$ cat config.mk
export PLATFORM = sky130hd
export DESIGN_NAME = mhscb_top
export DESIGN_NICKNAME = d
export VERILOG_FILES = /design/src/mhscb_pkg.sv /design/src/mhscb_dial_seq.sv /design/src/mhscb_top.sv
export SDC_FILE = /design/constraint.sdc
export NUM_CORES = 1
export LEC_CHECK = 0
export ABC_AREA = 1
export ABC_CLOCK_PERIOD_IN_PS = 3700
export BUFFER_PORTS_ARGS = -buffer_cell sky130_fd_sc_hd__buf_2
export CAP_MARGIN = 20
export CORE_MARGIN = 5
export CORE_UTILIZATION = 45
export CTS_BUF_LIST = sky130_fd_sc_hd__clkbuf_8
export CTS_CLUSTER_DIAMETER = 150
export DETAILED_ROUTE_END_ITERATION = 8
export PLACE_DENSITY = 0.78
export REMOVE_ABC_BUFFERS = 1
export SLEW_MARGIN = 10
export SYNTH_ARGS = -nofsm -noshare
export SYNTH_HDL_FRONTEND = slang
export SYNTH_SLANG_ARGS = --single-unit
$ cat constraint.sdc
create_clock -name pclk -period 3.7 [get_ports pclk]
set_input_delay 0.555 -clock pclk [delete_from_list [all_inputs] [get_ports pclk]]
set_output_delay 0.555 -clock pclk [all_outputs]
set_load 0.05 [all_outputs]
$ cat src/mhscb_pkg.sv
package mhscb_pkg;
	// Register indices; byte address is four times the index
	localparam logic [7:0]  IDX_DIAL_LINK  = 8'h09;
	localparam logic [7:0]  IDX_LINE_EVT   = 8'h0b;
	localparam logic [7:0]  IDX_ICKT_STAT  = 8'h0f;
	localparam logic [7:0]  IDX_TX_DATA    = 8'h10;
	localparam logic [7:0]  IDX_CONFIG     = 8'h12;
	localparam logic [7:0]  IDX_XFER_CTRL  = 8'h1a;
	localparam logic [7:0]  IDX_TONE_STAT  = 8'h1b;
	localparam logic [7:0]  IDX_DIAL_OUT   = 8'hd4;
	// Field positions
	localparam int          BIT_TONE_SEL   = 5;
	localparam int          BIT_RELAY_N_A       = 4;
	localparam int          BIT_OFFHOOK    = 3;
	localparam int          BIT_DISC       = 1;
	localparam int          BIT_DSR        = 4;
	localparam int          BIT_DMA_EN     = 4;
	localparam int          BIT_QUEUE_EN   = 5;
	localparam int          BIT_PAR_MODE   = 6;
	localparam int          BIT_DUAL_SEEN  = 6;
	localparam int          BIT_TONE_VALID = 4;
	localparam int          BIT_PULSE_SEL  = 6;
	localparam int          BIT_TX_EMPTY   = 0;
	// Reset values
	localparam logic [7:0]  RST_DIAL_LINK  = 8'h20;
	localparam logic [7:0]  RST_CONFIG     = 8'h00;
	localparam logic [7:0]  RST_ZERO       = 8'h00;
	// Configuration codes
	localparam logic [7:0]  CFG_DIAL       = 8'h81;
	localparam logic [7:0]  CFG_TONE_RX    = 8'h8f;
	// Timing
	localparam int          CLK_HZ         = 50_000_000;
	localparam int          PULSE_BREAK_MS = 60;
	localparam int          PULSE_MAKE_MS  = 40;
	localparam int          INTERDIGIT_MS  = 700;
	localparam int          TONE_ON_MS     = 70;
	localparam int          TONE_OFF_MS    = 70;
	localparam int          PULSE_BREAK_CYC = PULSE_BREAK_MS * (CLK_HZ / 1000);
	localparam int          PULSE_MAKE_CYC  = PULSE_MAKE_MS * (CLK_HZ / 1000);
	localparam int          INTERDIGIT_CYC  = INTERDIGIT_MS * (CLK_HZ / 1000);
	localparam int          TONE_ON_CYC     = TONE_ON_MS * (CLK_HZ / 1000);
	localparam int          TONE_OFF_CYC    = TONE_OFF_MS * (CLK_HZ / 1000);
	localparam logic [15:0] EQM_LIMIT_RST  = 16'h0800;
	localparam logic [3:0]  PULSE_TEN      = 4'h0;
	localparam logic [3:0]  TEN_PULSES     = 4'ha;

	typedef enum logic [2:0] {
		DS_IDLE  = 3'b000,
		DS_TONE  = 3'b001,
		DS_BREAK = 3'b010,
		DS_MAKE  = 3'b011,
		DS_GAP   = 3'b100
	} mhscb_dial_e;

	function automatic logic [11:0] mhscb_addr(input logic [7:0] idx);
		mhscb_addr = {2'b00, idx, 2'b00};
	endfunction : mhscb_addr

	// Keypad row/column to tone code word
	function automatic logic [3:0] mhscb_tone_code(input logic [1:0] row, input logic [1:0] col);
		logic [3:0] key;
		key = {row, col};
		case (key)
			4'h0: mhscb_tone_code = 4'h1;
			4'h1: mhscb_tone_code = 4'h2;
			4'h2: mhscb_tone_code = 4'h3;
			4'h3: mhscb_tone_code = 4'hc;
			4'h4: mhscb_tone_code = 4'h4;
			4'h5: mhscb_tone_code = 4'h5;
			4'h6: mhscb_tone_code = 4'h6;
			4'h7: mhscb_tone_code = 4'hd;
			4'h8: mhscb_tone_code = 4'h7;
			4'h9: mhscb_tone_code = 4'h8;
			4'ha: mhscb_tone_code = 4'h9;
			4'hb: mhscb_tone_code = 4'he;
			4'hc: mhscb_tone_code = 4'ha;
			4'hd: mhscb_tone_code = 4'h0;
			4'he: mhscb_tone_code = 4'hb;
			default: mhscb_tone_code = 4'hf;
		endcase
	endfunction : mhscb_tone_code
endpackage : mhscb_pkg

$ cat src/mhscb_dial_seq.sv
`timescale 1ns/1ns
module mhscb_dial_seq
	import mhscb_pkg::*;
#(
	parameter int BREAK_CYC = PULSE_BREAK_CYC,
	parameter int MAKE_CYC  = PULSE_MAKE_CYC,
	parameter int GAP_CYC   = INTERDIGIT_CYC,
	parameter int TON_CYC   = TONE_ON_CYC,
	parameter int TOFF_CYC  = TONE_OFF_CYC
) (
	input  wire logic       pclk,
	input  wire logic       presetn,
	input  wire logic       start,
	input  wire logic       tone_mode,
	input  wire logic [3:0] digit,
	output logic            busy,
	output logic            tone_on,
	output logic            line_break
);
	mhscb_dial_e  state_r,   state_nxt;
	logic [31:0]  cnt_r,     cnt_nxt;
	logic [3:0]   pulses_r,  pulses_nxt;

	always_comb begin
		state_nxt  = state_r;
		cnt_nxt    = cnt_r;
		pulses_nxt = pulses_r;
		if (cnt_r != 32'h0000_0000) begin
			cnt_nxt = cnt_r - 32'h0000_0001;
		end
		case (state_r)
			DS_IDLE: begin
				if (start && tone_mode) begin
					state_nxt = DS_TONE;
					cnt_nxt   = 32'(TON_CYC - 1);
				end else if (start) begin
					state_nxt  = DS_BREAK;
					cnt_nxt    = 32'(BREAK_CYC - 1);
					pulses_nxt = (digit == PULSE_TEN) ? TEN_PULSES : digit;
				end
			end
			DS_TONE: begin
				if (cnt_r == 32'h0000_0000) begin
					state_nxt = DS_GAP;
					cnt_nxt   = 32'(TOFF_CYC - 1);
				end
			end
			DS_BREAK: begin
				if (cnt_r == 32'h0000_0000) begin
					state_nxt  = DS_MAKE;
					cnt_nxt    = 32'(MAKE_CYC - 1);
					pulses_nxt = pulses_r - 4'h1;
				end
			end
			DS_MAKE: begin
				if (cnt_r == 32'h0000_0000 && pulses_r == 4'h0) begin
					state_nxt = DS_GAP;
					cnt_nxt   = 32'(GAP_CYC - 1);
				end else if (cnt_r == 32'h0000_0000) begin
					state_nxt = DS_BREAK;
					cnt_nxt   = 32'(BREAK_CYC - 1);
				end
			end
			DS_GAP: begin
				if (cnt_r == 32'h0000_0000) begin
					state_nxt = DS_IDLE;
				end
			end
			default: state_nxt = DS_IDLE;
		endcase
	end

	always_ff @(posedge pclk or negedge presetn) begin
		if (!presetn) begin
			state_r  <= DS_IDLE;
			cnt_r    <= 32'h0000_0000;
			pulses_r <= 4'h0;
		end else begin
			state_r  <= state_nxt;
			cnt_r    <= cnt_nxt;
			pulses_r <= pulses_nxt;
		end
	end

	assign busy       = (state_r != DS_IDLE);
	assign tone_on    = (state_r == DS_TONE);
	assign line_break = (state_r == DS_BREAK);
endmodule : mhscb_dial_seq

$ cat src/mhscb_top.sv
// Functional notes
// - Disconnect flag sets on a disconnect event in V.32 modes with eye and carrier good.
// - Disconnect flag stays set until software writes it to zero; ignore it in other modes.
// - A disconnect with carrier off or eye quality beyond the limit never sets the flag.
// - DMA enable turns the ring and data set ready outputs into tx and rx requests.
// - Tx request follows tx buffer empty, rx request follows rx buffer full, active high.
// - Requests work in parallel data mode; async rx request also needs queue enable.
// - Data set ready status bit reflects interchange circuit 107 from the core.
// - Dual-tone-seen sets in tone receiver mode when all criteria but timing hold.
// - The tone code word is written when dual-tone-seen sets.
// - Tone-valid sets only when all criteria including timing hold.
// - In dial configuration, tone dial select 1 dials tones, 0 pulses; resets to 1.
// - Tone dial select is sampled per digit so digits may mix methods.
// - Each byte written to the tx data buffer in dial mode is one digit to dial, except bytes above 9 when pulse dialing, which are dropped.
// - Pulse dialing goes to the off-hook relay when select is 0, the relay_n_a relay when 1.
//
// Design decision made here: register access over APB.
`timescale 1ns/1ns
module mhscb_top
	import mhscb_pkg::*;
#(
	parameter int          BREAK_CYC = PULSE_BREAK_CYC,
	parameter int          MAKE_CYC  = PULSE_MAKE_CYC,
	parameter int          GAP_CYC   = INTERDIGIT_CYC,
	parameter int          TON_CYC   = TONE_ON_CYC,
	parameter int          TOFF_CYC  = TONE_OFF_CYC,
	parameter logic [15:0] EQM_LIMIT = EQM_LIMIT_RST
) (
	input  wire logic        pclk,
	input  wire logic        presetn,
	input  wire logic        psel,
	input  wire logic        penable,
	input  wire logic        pwrite,
	input  wire logic [11:0] paddr,
	input  wire logic [31:0] pwdata,
	output logic      [31:0] prdata,
	output logic             pready,
	output logic             pslverr,
	input  wire logic        link_mode_v32,
	input  wire logic        link_mode_async,
	input  wire logic        line_disconnect_event,
	input  wire logic [15:0] eye_quality_metric,
	input  wire logic        carrier_detect_flag,
	input  wire logic        ring_detect,
	input  wire logic        circuit_107,
	input  wire logic        rx_buffer_full_flag,
	input  wire logic        core_tx_take,
	input  wire logic        tone_present,
	input  wire logic        tone_timing_ok,
	input  wire logic [1:0]  tone_row,
	input  wire logic [1:0]  tone_col,
	output logic             ring_indicator_n,
	output logic             data_set_ready_n,
	output logic [7:0]       core_tx_data,
	output logic             offhook_relay_n,
	output logic             relay_n_a,
	output logic             dial_tone_on,
	output logic [3:0]       dial_tone_code
);
	// Registered state
	logic [7:0]  dial_link_r,   dial_link_nxt;
	logic [7:0]  config_r,      config_nxt;
	logic [7:0]  xfer_ctrl_r,   xfer_ctrl_nxt;
	logic        pulse_sel_r,   pulse_sel_nxt;
	logic        disc_r,        disc_nxt;
	logic        dual_seen_r,   dual_seen_nxt;
	logic        tone_valid_r,  tone_valid_nxt;
	logic [3:0]  tone_code_r,   tone_code_nxt;
	logic [7:0]  tx_data_r,     tx_data_nxt;
	logic        tx_full_r,     tx_full_nxt;

	// Next values of output flops
	logic [31:0] prdata_nxt;
	logic        pready_nxt;
	logic        pslverr_nxt;
	logic        ri_n_nxt;
	logic        dsr_n_nxt;
	logic        offhook_n_nxt;
	logic        relay_n_a_n_nxt;
	logic [3:0]  tone_code_out_nxt;

	// Strobes and qualifiers
	logic        start_dial;
	logic        start_tone;
	logic        seq_busy;
	logic        seq_tone_on;
	logic        seq_break;
	logic        wr_en;
	logic        setup;
	logic        dial_mode;
	logic        tone_rx_mode;
	logic        tx_empty;
	logic        tx_req;
	logic        rx_req;
	logic        disc_set;
	logic        tone_seen_now;
	logic        tx_wr;

	assign setup        = psel && !penable;
	assign wr_en        = psel && penable && pwrite && pready;
	assign tx_wr        = wr_en && (paddr == mhscb_addr(IDX_TX_DATA));
	assign dial_mode    = (config_r == CFG_DIAL);
	assign tone_rx_mode = (config_r == CFG_TONE_RX);
	assign tx_empty     = !tx_full_r;

	// Disconnect detection qualifiers
	assign disc_set = line_disconnect_event && link_mode_v32 && carrier_detect_flag
		&& (eye_quality_metric < EQM_LIMIT);

	// DMA requests
	assign tx_req = tx_empty && xfer_ctrl_r[BIT_PAR_MODE];
	assign rx_req = rx_buffer_full_flag && xfer_ctrl_r[BIT_PAR_MODE]
		&& (!link_mode_async || xfer_ctrl_r[BIT_QUEUE_EN]);

	assign tone_seen_now = tone_rx_mode && tone_present;

	// Digit launch: select bit sampled when each digit starts
	assign start_dial = dial_mode && tx_full_r && !seq_busy;
	assign start_tone = dial_link_r[BIT_TONE_SEL];

	mhscb_dial_seq #(
		.BREAK_CYC (BREAK_CYC),
		.MAKE_CYC  (MAKE_CYC),
		.GAP_CYC   (GAP_CYC),
		.TON_CYC   (TON_CYC),
		.TOFF_CYC  (TOFF_CYC)
	) u_dial_seq (
		.pclk       (pclk),
		.presetn    (presetn),
		.start      (start_dial && (start_tone || tx_data_r <= 8'h09)),
		.tone_mode  (start_tone),
		.digit      (tx_data_r[3:0]),
		.busy       (seq_busy),
		.tone_on    (seq_tone_on),
		.line_break (seq_break)
	);

	// Register bank next state
	always_comb begin
		dial_link_nxt  = dial_link_r;
		config_nxt     = config_r;
		xfer_ctrl_nxt  = xfer_ctrl_r;
		pulse_sel_nxt  = pulse_sel_r;
		disc_nxt       = disc_r;
		tx_data_nxt    = tx_data_r;
		tx_full_nxt    = tx_full_r;
		if (wr_en) begin
			// Reserved bits are masked off on write
			case (paddr)
				mhscb_addr(IDX_DIAL_LINK): begin
					dial_link_nxt = pwdata[7:0] & 8'h38;
				end
				mhscb_addr(IDX_LINE_EVT): begin
					if (!pwdata[BIT_DISC]) begin
						disc_nxt = 1'b0;
					end
				end
				mhscb_addr(IDX_TX_DATA): begin
					tx_data_nxt = pwdata[7:0];
					tx_full_nxt = 1'b1;
				end
				mhscb_addr(IDX_CONFIG): begin
					config_nxt = pwdata[7:0];
				end
				mhscb_addr(IDX_XFER_CTRL): begin
					xfer_ctrl_nxt = pwdata[7:0] & 8'h70;
				end
				mhscb_addr(IDX_DIAL_OUT): begin
					pulse_sel_nxt = pwdata[BIT_PULSE_SEL];
				end
				default: begin
				end
			endcase
		end
		// Set wins over a same-cycle clear
		if (disc_set) begin
			disc_nxt = 1'b1;
		end
		// Buffer drained by dialer or core; a same-cycle host write keeps it full
		if ((start_dial || (!dial_mode && core_tx_take)) && !tx_wr) begin
			tx_full_nxt = 1'b0;
		end
	end

	always_ff @(posedge pclk or negedge presetn) begin
		if (!presetn) begin
			dial_link_r <= RST_DIAL_LINK;
			config_r    <= RST_CONFIG;
			xfer_ctrl_r <= RST_ZERO;
			pulse_sel_r <= 1'b0;
			disc_r      <= 1'b0;
			tx_data_r   <= RST_ZERO;
			tx_full_r   <= 1'b0;
		end else begin
			dial_link_r <= dial_link_nxt;
			config_r    <= config_nxt;
			xfer_ctrl_r <= xfer_ctrl_nxt;
			pulse_sel_r <= pulse_sel_nxt;
			disc_r      <= disc_nxt;
			tx_data_r   <= tx_data_nxt;
			tx_full_r   <= tx_full_nxt;
		end
	end

	// Tone receiver status
	always_comb begin
		dual_seen_nxt  = tone_seen_now;
		tone_valid_nxt = tone_seen_now && tone_timing_ok;
		tone_code_nxt  = tone_code_r;
		// Code latched only as the seen flag rises
		if (tone_seen_now && !dual_seen_r) begin
			tone_code_nxt = mhscb_tone_code(tone_row, tone_col);
		end
	end

	always_ff @(posedge pclk or negedge presetn) begin
		if (!presetn) begin
			dual_seen_r  <= 1'b0;
			tone_valid_r <= 1'b0;
			tone_code_r  <= 4'h0;
		end else begin
			dual_seen_r  <= dual_seen_nxt;
			tone_valid_r <= tone_valid_nxt;
			tone_code_r  <= tone_code_nxt;
		end
	end

	// APB read data and error, captured in the setup phase
	always_comb begin
		prdata_nxt  = prdata;
		pslverr_nxt = pslverr;
		// Zero wait states once out of reset
		pready_nxt  = 1'b1;
		if (setup) begin
			prdata_nxt  = 32'h0000_0000;
			pslverr_nxt = 1'b0;
			case (paddr)
				mhscb_addr(IDX_DIAL_LINK): prdata_nxt[7:0] = dial_link_r;
				mhscb_addr(IDX_LINE_EVT):  prdata_nxt[BIT_DISC] = disc_r;
				mhscb_addr(IDX_ICKT_STAT): prdata_nxt[BIT_DSR] = circuit_107;
				mhscb_addr(IDX_TX_DATA):   prdata_nxt[BIT_TX_EMPTY] = tx_empty;
				mhscb_addr(IDX_CONFIG):    prdata_nxt[7:0] = config_r;
				mhscb_addr(IDX_XFER_CTRL): prdata_nxt[7:0] = xfer_ctrl_r;
				mhscb_addr(IDX_TONE_STAT): begin
					prdata_nxt[BIT_DUAL_SEEN]  = dual_seen_r;
					prdata_nxt[BIT_TONE_VALID] = tone_valid_r;
					prdata_nxt[3:0]            = tone_code_r;
				end
				mhscb_addr(IDX_DIAL_OUT):  prdata_nxt[BIT_PULSE_SEL] = pulse_sel_r;
				default:                   pslverr_nxt = 1'b1;
			endcase
		end
	end

	// Pin outputs
	always_comb begin
		ri_n_nxt  = !ring_detect;
		dsr_n_nxt = !circuit_107;
		// DMA remap of ring and data set ready
		if (xfer_ctrl_r[BIT_DMA_EN]) begin
			ri_n_nxt  = tx_req;
			dsr_n_nxt = rx_req;
		end
		// Pulse breaks on the selected relay
		offhook_n_nxt = !dial_link_r[BIT_OFFHOOK];
		relay_n_a_n_nxt    = !dial_link_r[BIT_RELAY_N_A];
		if (dial_mode && seq_break && !pulse_sel_r) begin
			offhook_n_nxt = 1'b1;
		end
		if (dial_mode && seq_break && pulse_sel_r) begin
			relay_n_a_n_nxt = 1'b1;
		end
		// Tone burst code taken at digit launch
		tone_code_out_nxt = dial_tone_code;
		if (start_dial && start_tone) begin
			tone_code_out_nxt = tx_data_r[3:0];
		end
	end

	always_ff @(posedge pclk or negedge presetn) begin
		if (!presetn) begin
			prdata           <= 32'h0000_0000;
			pslverr          <= 1'b0;
			pready           <= 1'b0;
			ring_indicator_n <= 1'b1;
			data_set_ready_n <= 1'b1;
			core_tx_data     <= 8'h00;
			offhook_relay_n  <= 1'b1;
			relay_n_a        <= 1'b1;
			dial_tone_on     <= 1'b0;
			dial_tone_code   <= 4'h0;
		end else begin
			prdata           <= prdata_nxt;
			pslverr          <= pslverr_nxt;
			pready           <= pready_nxt;
			ring_indicator_n <= ri_n_nxt;
			data_set_ready_n <= dsr_n_nxt;
			core_tx_data     <= tx_data_nxt;
			offhook_relay_n  <= offhook_n_nxt;
			relay_n_a        <= relay_n_a_n_nxt;
			dial_tone_on     <= seq_tone_on;
			dial_tone_code   <= tone_code_out_nxt;
		end
	end
endmodule : mhscb_top

## After elaboration in Yosys (flattened, before gate mapping)

Memories as Yosys holds them, arrays and structs flattened. A register that Yosys moved wholly into a read port is not among the register bits.
Cells that the tools add are included.

| storage, ports and cells | value |
|---|---|
| bits of input ports | 79 |
| register bits after elaboration | 85 |
| bits in read-only memories | 64 |
| output and inout bits | 51 |
| memories kept | 1 |
| word-level logic and storage cells | 150 |

| operators by class | value |
|---|---|
| mux-type cells | 40 |
| magnitude comparators | 2 |
| reduce and logical (&&, ||, !) cells | 62 |
| eq/ne operators | 22 |
| $add $sub $neg | 2 |

Memory list:

| name | depth | width | read ports | clocked after Yosys merged registers in | wr ports | RTL line | source |
|---|---|---|---|---|---|---|---|
| (no name shown) | 16 | 4 | 1 | 1 | 0 | mhscb_pkg.sv:63 | `case (key)` |

Operators with widths:

| operator | count |
|---|---|
| two-way mux 32 bit | 7 |
| one-hot mux 32 bit (4 select lines) | 1 |
| equality test 12 x 7 -> 1 bit (second input constant) | 4 |
| equality test 12 x 6 -> 1 bit (second input constant) | 3 |
| zero test 32 bit | 1 |
| nonzero test 32 bit | 1 |
| subtractor 32 x 1 -> 32 bit (second input constant) | 1 |
| logical AND 1 bit | 25 |
| two-way mux 3 bit | 7 |
| equality test 8 bit (second input constant) | 2 |
| < comparator 16 x 12 -> 1 bit (second input constant) | 1 |
| two-way mux 4 bit | 4 |
| one-hot mux 3 bit (5 select lines) | 1 |
| zero test 1 bit | 13 |
| two-way mux 1 bit | 13 |
| equality test 12 x 10 -> 1 bit (second input constant) | 1 |
| AND reduction 2 bit | 6 |
| != test 2 x 1 -> 1 bit (second input constant) | 5 |
| nonzero test 2 bit | 5 |
| one-hot mux 1 bit (3 select lines) | 3 |
| <= comparator 8 x 4 -> 1 bit (second input constant) | 1 |
| zero test 4 bit | 2 |
| one-hot mux 4 bit (2 select lines) | 1 |
| OR reduction 8 bit | 1 |
| 15 further kinds | 19 |

## Depth between registers and ports, before layout

Gate-level depths: netlist of run 1.

| logic depth | value |
|---|---|
| depth in word-level cells | 8 |
| mapped depth | 13 |
| mapped depth without buffers | 13 |

## Modules after synthesis

From an unflattened synthesis of run 1, not the netlist that was laid out.

| second synthesis, totals | value |
|---|---|
| cell total of the unflattened synthesis | 741 |
| area, all modules | 5626.6 um^2 |

By module, submodules not included:

| module | times used | cells each | seq. area each (um^2) | area each (um^2) |
|---|---|---|---|---|
| mhscb_top | 1 | 350 | 1257.5 | 2819.0 |
| mhscb_dial_seq | 1 | 391 | 975.9 | 2807.7 |

## Worst setup path before layout of run 1

Ideal clock, no wire load.

| timing path | value |
|---|---|
| kind | reg2reg |
| from | reg u_dial_seq.cnt_r[0] |
| to | reg u_dial_seq.cnt_r[0] |
| required time | 3.579 ns |
| setup time | 0.121 ns |
| stages on the path, launching flop included | 10 |
| path buffers | 0 |
| arrival time | 1.691 ns |
| clock period less this slack | 1.812 ns |
| setup slack | 1.888 ns |
| cells stage by stage | dfrtp_1 -> inv_1 -> ha_1 -> nand2_1 -> nor2_4 -> nand3_2 -> nor2_4 -> inv_2 -> ha_1 -> a22o_1 |

| between the ends | value |
|---|---|
| longest elaborated chain between the ends | 5 |
| elaborated cells between the ends (all ways) | 12 |
| classes of those cells | 1 x add/sub; 8 x mux; 3 x reduce/logical |

Ends and longest elaborated chain:

| what | RTL line | source |
|---|---|---|
| start, declared | mhscb_dial_seq.sv:21 | `logic [31:0] cnt_r, cnt_nxt;` |
| start signal, assigned | mhscb_dial_seq.sv:80 | `cnt_r <= cnt_nxt;` |
| subtractor 32 x 1 -> 32 bit / nonzero test 32 bit (equally long branches) | mhscb_dial_seq.sv:29, mhscb_dial_seq.sv:28 |  |
| two-way mux 32 bit | mhscb_dial_seq.sv:28 | `if (cnt_r != 32'h0000_0000) begin` |
| two-way mux 32 bit, on equally long branches | mhscb_dial_seq.sv:59, mhscb_dial_seq.sv:36 |  |
| two-way mux 32 bit, on equally long branches | mhscb_dial_seq.sv:56, mhscb_dial_seq.sv:33 |  |
| one-hot mux 32 bit (4 select lines) * | mhscb_dial_seq.sv:31 | `case (state_r)` |
| named net u_dial_seq.cnt_nxt[0] | mhscb_dial_seq.sv:21 |  |

Mark *: on every way through the listed nets, which the timed path passes. The rest lies on a longest branch.
A chain may end at the register's enable or synchronous reset.

## Final worst setup path of run 1

| timing path | value |
|---|---|
| from | reg u_dial_seq.cnt_r[0] |
| to | reg u_dial_seq.cnt_r[11] |

The elaborated chain is that of the path after synthesis.

==> results of run 1 <==
## cell usage after synthesis, types with 2 or more instances
cell	instances
nand2_1	204
nor2_1	92
dfrtp_1	84
inv_1	83
nand3_1	52
o21ai_0	33
buf_4	24
o21ai_1	24
nor3_1	19
nand4_1	17
xor2_1	17
inv_2	13
nor2_2	12
ha_1	7
nor2_4	7
nand2_2	6
xnor2_1	6
a21oi_1	5
dfstp_2	5
o211ai_1	5
nand3_2	4
clkbuf_1	3
o31ai_1	3
a22oi_1	2
a31oi_1	2
buf_2	2
buf_6	2
conb_1	2
nor3_2	2
nor4_2	2
## flip-flops by register name, indices dropped and copies added, names as in the netlist, 3 cells and up
signal	count
xfer_ctrl_r	3
u_dial_seq.state_r	3
tone_code_r	4
dial_tone_code	4
u_dial_seq.cnt_r	32
config_r	8
dial_link_r	3
u_dial_seq.pulses_r	4
core_tx_data	8
prdata	8
## critical path, delay by kind of cell, from the launching register on
family / cells / cell delay, ns
adders and majority gates: 1 / 0.24
DFF: 1 / 0.40
AOI/OAI and AO/OA: 2 / 0.32
and+or+nand+nor: 5 / 1.16
buffers and inverters: 1 / 0.16
## area by class of cell
type,instances,share of cell area
multi-input cells,559,0.452
inverters,96,0.0596
flip-flops and latches,89,0.369
clock inverters,7,0.00559
repair buffers,73,0.0621
well taps,147,0.0304
clock buffers,9,0.0205
## per-layer routing
layer,global-route usage,wire length (um),vias to the layer above
li1,-,-,2507
met1,0.237,5720,2322
met2,0.318,6430,146
met3,0.0538,875,16
met4,0.0460,162,0
met5,0,0,-
## logic make-up (layout without fill, tap and decap cells)
family	after synthesis	count (layout)	synth area share
flops	89	89	0.409
fa+ha+maj	7	7	0.0160
simple gates	423	423	0.346
xor+xnor	23	23	0.0368
compound gates	81	81	0.0840
buf+inv	127	185	0.107
other cells	2	25	0.00137
## power groups by stage
stage	clock [mW]	combinational, mW	sequential (mW)
after global routing	0.612	0.186	0.985
after CTS	0.575	0.171	0.984
after floorplan	0	0.0873	1.02
after global placement	0	0.169	1.00
after detailed placement	0	0.171	1.00
final	0.562	0.169	0.984
## worst max-delay path by stage
stage	end	depth (start not counted)	slack, ns	from
after floorplan	u_dial_seq.cnt_r[11]	9	1.78	u_dial_seq.cnt_r[0]
after global placement	u_dial_seq.cnt_r[25]	9	1.39	u_dial_seq.cnt_r[0]
after detailed placement	u_dial_seq.cnt_r[25]	9	1.36	u_dial_seq.cnt_r[0]
after CTS	u_dial_seq.cnt_r[25]	9	1.34	u_dial_seq.cnt_r[0]
after global routing	u_dial_seq.cnt_r[25]	9	1.17	u_dial_seq.cnt_r[0]
final	u_dial_seq.cnt_r[11]	9	1.32	u_dial_seq.cnt_r[0]
## placed cells by master, fill, tap and decap left out, types with 2 or more instances in the layout
master    netlist  layout
clkbuf_8        0       9
dfrtp_1        84      84
nand3_2         4       4
o21ai_1        24      24
conb_1          2      25
nand2_2         6       6
o211ai_1        5       5
inv_2          13      13
nor2_2         12      12
buf_4          24       4
nor3_2          2       2
nor2_1         92      92
buf_2           2      69
inv_1          83      87
o21ai_0        33      33
nor4_2          2       2
xor2_1         17      17
ha_1            7       7
nor3_1         19      19
a22oi_1         2       2
a31oi_1         2       2
clkinv_2        0       2
nor2_4          7       7
a21oi_1         5       5
nand4_1        17      17
o31ai_1         3       3
dfstp_2         5       5
xnor2_1         6       6
nand2_1       204     204
nand3_1        52      52
==> flow_summary.json, run 1 <==
{
  "hold_class": "in -> async",
  "design.die.area_mm2": 0.0145,
  "core_mm2": 0.0120,
  "place_inst": 964,
  "layout.cells.non_filler": 980,
  "drive_above_1_share": 0.167,
  "ff2ff_path_depth": 9,
  "r2r-start": "u_dial_seq.cnt_r[0]",
  "synth_top_flop_cell": "dfrtp_1",
  "via_count": 4991,
  "yosysTopAreaCellShare": 0.385,
  "post-route-period-util": 0.644,
  "synth-seq-cells": 89,
  "synth_area_mm2": 0.00547,
  "ys_types": 43,
  "clock_sinks": 89,
  "yosysTopAreaCell": "dfrtp_1",
  "total_leakage_power_nw": 3.40,
  "pre_cts_ws_ns": 1.36,
  "wl_um": 13200,
  "cts_resized": 0,
  "synth_edf_count": 0,
  "arrival_ns": 2.64,
  "p_comb_frac": 0.099,
  "grt_pass1_wl_um": 22100,
  "die_w_um": 120,
  "switching_share": 0.272,
  "p_switching_mw": 0.466,
  "fin_area_mm2": 0.00605,
  "pwr-share-clk": 0.328,
  "drc": 0,
  "n_fill_cell": 1221,
  "globalplace.congestion": 0.937,
  "ant_nets": 0,
  "worst_pin_slew_ns": 0.759,
  "cts_buffers": 9,
  "clk_path_buf_depth": 2,
  "r2r-end": "u_dial_seq.cnt_r[11]",
  "finalSetupViolations": 0,
  "worstPathMaxFanout": 10,
  "setup_ws_ns": 1.32,
  "ctsHoldBuffers": 0,
  "clockRootBuffer": "clkbuf_8",
  "grt_use_total": 0.188,
  "finalHoldViolCount": 0,
  "yosysWarnings": 0,
  "internal_power_mw": 1.25,
  "fin_hold_ws_ns": 0.112,
  "rsz0062_at_grt": "no",
  "regArea_mm2": 0.00223,
  "syn_area_per_cell_um2": 7.27,
  "cts_max_level": 3,
  "crit_path_max_incr_delay_ns": 0.60,
  "slew_violations": 0,
  "setup_total_negative_slack_ns": 0,
  "io_pins": 130,
  "fmax_ghz": 0.420,
  "skew_ns": 0.0180,
  "cts_tree": "built",
  "grt_max_degree": 33,
  "crit_path_top_delay_cell": "nor2_1",
  "startpoint_type": "flop",
  "fin_nets": 914,
  "wl_per_cell_um": 13.5,
  "max-vdd-ir-drop_v": 0.000199,
  "max_slew_margin": 0.492,
  "place_area_mm2": 0.00589,
  "clk_pin_slew_ns": 0.09,
  "drt_iter0_markers": 282,
  "ys_seq_area_frac": 0.409,
  "diodes": 0,
  "post-route-util": 0.505,
  "postCtsSetupBuffers": 0,
  "hpwl_um": 10400,
  "via_per_inst": 5.09,
  "seqPwrFrac": 0.574,
  "first_pass_iters": 5,
  "end_kind": "flop",
  "overflow": 0,
  "grt_pass1_vias": 4814,
  "rows": 40,
  "finalPower_mw": 1.71,
  "rrSetupSlack_ns": 1.32,
  "worstSetupPathType": "reg -> reg",
  "area_growth_syn_to_layout_pct": 10.6,
  "crit_required_ns": 3.95,
  "outcome": "completed",
  "min_period_ns": 2.38,
  "synth-async-reset-ratio": 1.00,
  "cp_cell_sequence": "inv_1, ha_1, nand2_1, nor2_4, nand2_1, nor2_1, o21ai_0, nor2_1, a21oi_1",
  "maxCapViolations": 0,
  "synth_cells": 752,
  "die_h_um": 120,
  "portBuffers": 70,
  "grt_antenna_before_repair": 0,
  "synth_area_leaders": "dfrtp_1 (38%), nand2_1 (14%), nor2_1 (6.3%)",
  "multi_input_area_mm2": 0.00274,
  "clkLatencyLatePin_ns": 0.37,
  "initial_core_util": 0.457,
  "p_per_area_mw_per_mm2": 284
}
Note: power is estimated with default switching activity, not from simulation.
==> run 2: changes to the inputs <==
--- a/config.mk
+++ b/config.mk
@@ -6,7 +6,7 @@
 export NUM_CORES = 1
 export LEC_CHECK = 0
 export ABC_AREA = 1
-export ABC_CLOCK_PERIOD_IN_PS = 3700
+export ABC_CLOCK_PERIOD_IN_PS = 2000
 export BUFFER_PORTS_ARGS = -buffer_cell sky130_fd_sc_hd__buf_2
 export CAP_MARGIN = 20
 export CORE_MARGIN = 5
@@ -14,7 +14,7 @@
 export CTS_BUF_LIST = sky130_fd_sc_hd__clkbuf_8
 export CTS_CLUSTER_DIAMETER = 150
 export DETAILED_ROUTE_END_ITERATION = 8
-export PLACE_DENSITY = 0.78
+export PLACE_DENSITY = 0.8
 export REMOVE_ABC_BUFFERS = 1
 export SLEW_MARGIN = 10
 export SYNTH_ARGS = -nofsm -noshare
==> constraint.sdc (replaced) <==
create_clock -name pclk -period 2 [get_ports pclk]
set_input_delay 0.3 -clock pclk [delete_from_list [all_inputs] [get_ports pclk]]
set_output_delay 0.3 -clock pclk [all_outputs]
set_load 0.05 [all_outputs]
==> run 2 against run 1 <==
Sequential power increased by 85%. Die area is the same. Via count rose by 3.4%. First-iteration DRC count rose by 6.4%. Non-clock buffer count grew 27. Clock skew is 0.0024 ns higher. Fmax rose by 24%. Combinational power up 91%.
==> flow_summary.json, run 2 (synthesis results as in run 1) <==
{
  "cts_tree": "built",
  "wl_um": 13500,
  "p_comb_frac": 0.093,
  "switching_share": 0.276,
  "place_inst": 984,
  "initial_core_util": 0.457,
  "p_switching_mw": 0.958,
  "worstPathMaxFanout": 6,
  "die_w_um": 120,
  "internal_power_mw": 2.51,
  "cp_common_cell": "nand2_1",
  "slew_violations": 0,
  "final_common_cell": "nand2_1",
  "crit_required_ns": 2.27,
  "globalplace.congestion": 0.908,
  "arrival_ns": 2.19,
  "grt_pass1_wl_um": 22300,
  "p_per_area_mw_per_mm2": 549,
  "design.die.area_mm2": 0.0145,
  "area_growth_syn_to_layout_pct": 15.8,
  "r2r-start": "u_dial_seq.cnt_r[0]",
  "grt_pass1_vias": 4909,
  "end_kind": "flop",
  "drive_above_1_share": 0.199,
  "startpoint_type": "flop",
  "min_period_ns": 1.92,
  "skew_ns": 0.0204,
  "hold_path_startpoint": "ring_detect",
  "hold_class": "in -> reg",
  "ant_nets": 0,
  "crit_path_max_incr_delay_ns": 0.39,
  "drt_iter0_markers": 300,
  "grt_max_degree": 37,
  "wl_per_cell_um": 13.4,
  "pwr-share-clk": 0.383,
  "cp_cell_sequence": "inv_1, ha_2, nand2_1, nor2_4, nand2_2, nor2_4, nand2_1, nand2_1, o21ai_0, nor2_1, a21oi_1",
  "diodes": 0,
  "total_leakage_power_nw": 3.54,
  "clock_sinks": 89,
  "crit_start": "u_dial_seq.cnt_r[0]",
  "clkLatencyLatePin_ns": 0.39,
  "mostFrequentLayoutCells": "nand2_1 (204), nor2_1 (91), dfrtp_1 (84), inv_1 (83), buf_2 (69)",
  "fmax_ghz": 0.522,
  "rows": 40,
  "via_per_inst": 5.13,
  "cts_buffers": 9,
  "outcome": "completed",
  "fin_hold_ws_ns": 0.0660,
  "finalSetupViolations": 0,
  "clockRootBuffer": "clkbuf_8",
  "overflow": 0,
  "top_register": "u_dial_seq.cnt_r",
  "layout.cells.non_filler": 1007,
  "die_h_um": 120,
  "fin_nets": 941,
  "clk_pin_slew_ns": 0.09,
  "largest_register_ffs": 32,
  "first_pass_iters": 5,
  "finalHoldViolCount": 0,
  "io_pins": 130,
  "via_count": 5162,
  "seqPwrFrac": 0.524,
  "cts_max_level": 3,
  "drc": 0,
  "n_fill_cell": 1140,
  "grt_use_total": 0.190,
  "maxCapViolations": 0,
  "core_mm2": 0.0120,
  "portBuffers": 70,
  "grt_antenna_before_repair": 0,
  "crit_path_top_delay_cell": "dfrtp_1",
  "max-vdd-ir-drop_v": 0.000341,
  "hpwl_um": 10700,
  "clk_path_buf_depth": 2,
  "worstSetupPathType": "reg -> reg",
  "post-route-period-util": 0.958
}
## run 2: stage by stage
stage	power (mW)	utilization	TNS, ns	setup WS [ns]	cell area, um2
after floorplan	2.05	-	0	0.0764	5330
after detailed placement	2.18	0.506	0	0.0647	6050
after global routing	3.62	0.529	-0.0700	-0.0309	6330
after global placement	2.17	0.506	0	0.126	6050
final	3.47	0.529	0	0.0839	6330
after CTS	3.52	0.524	0	0.0623	6270
## run 2: worst paths after layout
kind	to	slack (ns)	cells after the start
setup / recovery	u_dial_seq.cnt_r[25]	0.08	11
hold / removal	ring_indicator_n	0.07	2
setup reg to reg	u_dial_seq.cnt_r[25]	0.08	11
hold reg to reg	relay_n_a	0.44	1
max in group asynchronous	u_dial_seq.cnt_r[4]	0.99	3
min in group asynchronous	xfer_ctrl_r[6]	0.41	2
## run 2: final cells by class
class | instances | area, um2 | area share
timing repair buffer | 100 | 593 | 0.0937
sequential | 89 | 2230 | 0.353
tap | 147 | 184 | 0.0291
clock buffer | 10 | 138 | 0.0217
multi-input combinational | 559 | 2750 | 0.434
inverter | 96 | 360 | 0.0569
clock inverter | 6 | 75.1 | 0.0119
## run 2: worst max-delay path: cells and delay by family, from the launching register on
family                   cells  cell delay, ns
adder cells (fa/ha/maj)      1            0.21
AND/OR/NAND/NOR              7            0.94
flip-flops                   1            0.39
AO/OA/AOI/OAI                2            0.18
buffers and inverters        1            0.08
## run 2: routing by layer
| layer | part of all wire | global-route usage |
|---|---|---|
| met3 | 0.063 | 0.0529 |
| met1 | 0.44 | 0.236 |
| met4 | 0.018 | 0.0623 |
| met2 | 0.48 | 0.322 |
| met5 | 0 | 0 |
## run 2: what timing repair did
| action | in CTS | in global routing |
|---|---|---|
| endpoints found under the setup margin | 0 | 24 |
| setup buffers | 0 | 6 |
| endpoints found under the hold margin | 29 | 0 |
| hold buffers | 1 | 0 |
| resized for setup | 0 | 3 |
## run 2: power by group through the flow
stage               sequential, mW  combinational, mW  clock [mW]
CTS                           1.82              0.326        1.38
global placement              1.85              0.318           0
finish                        1.82              0.323        1.33
floorplan                     1.89              0.161           0
detailed placement            1.85              0.324           0
global route                  1.82              0.354        1.45
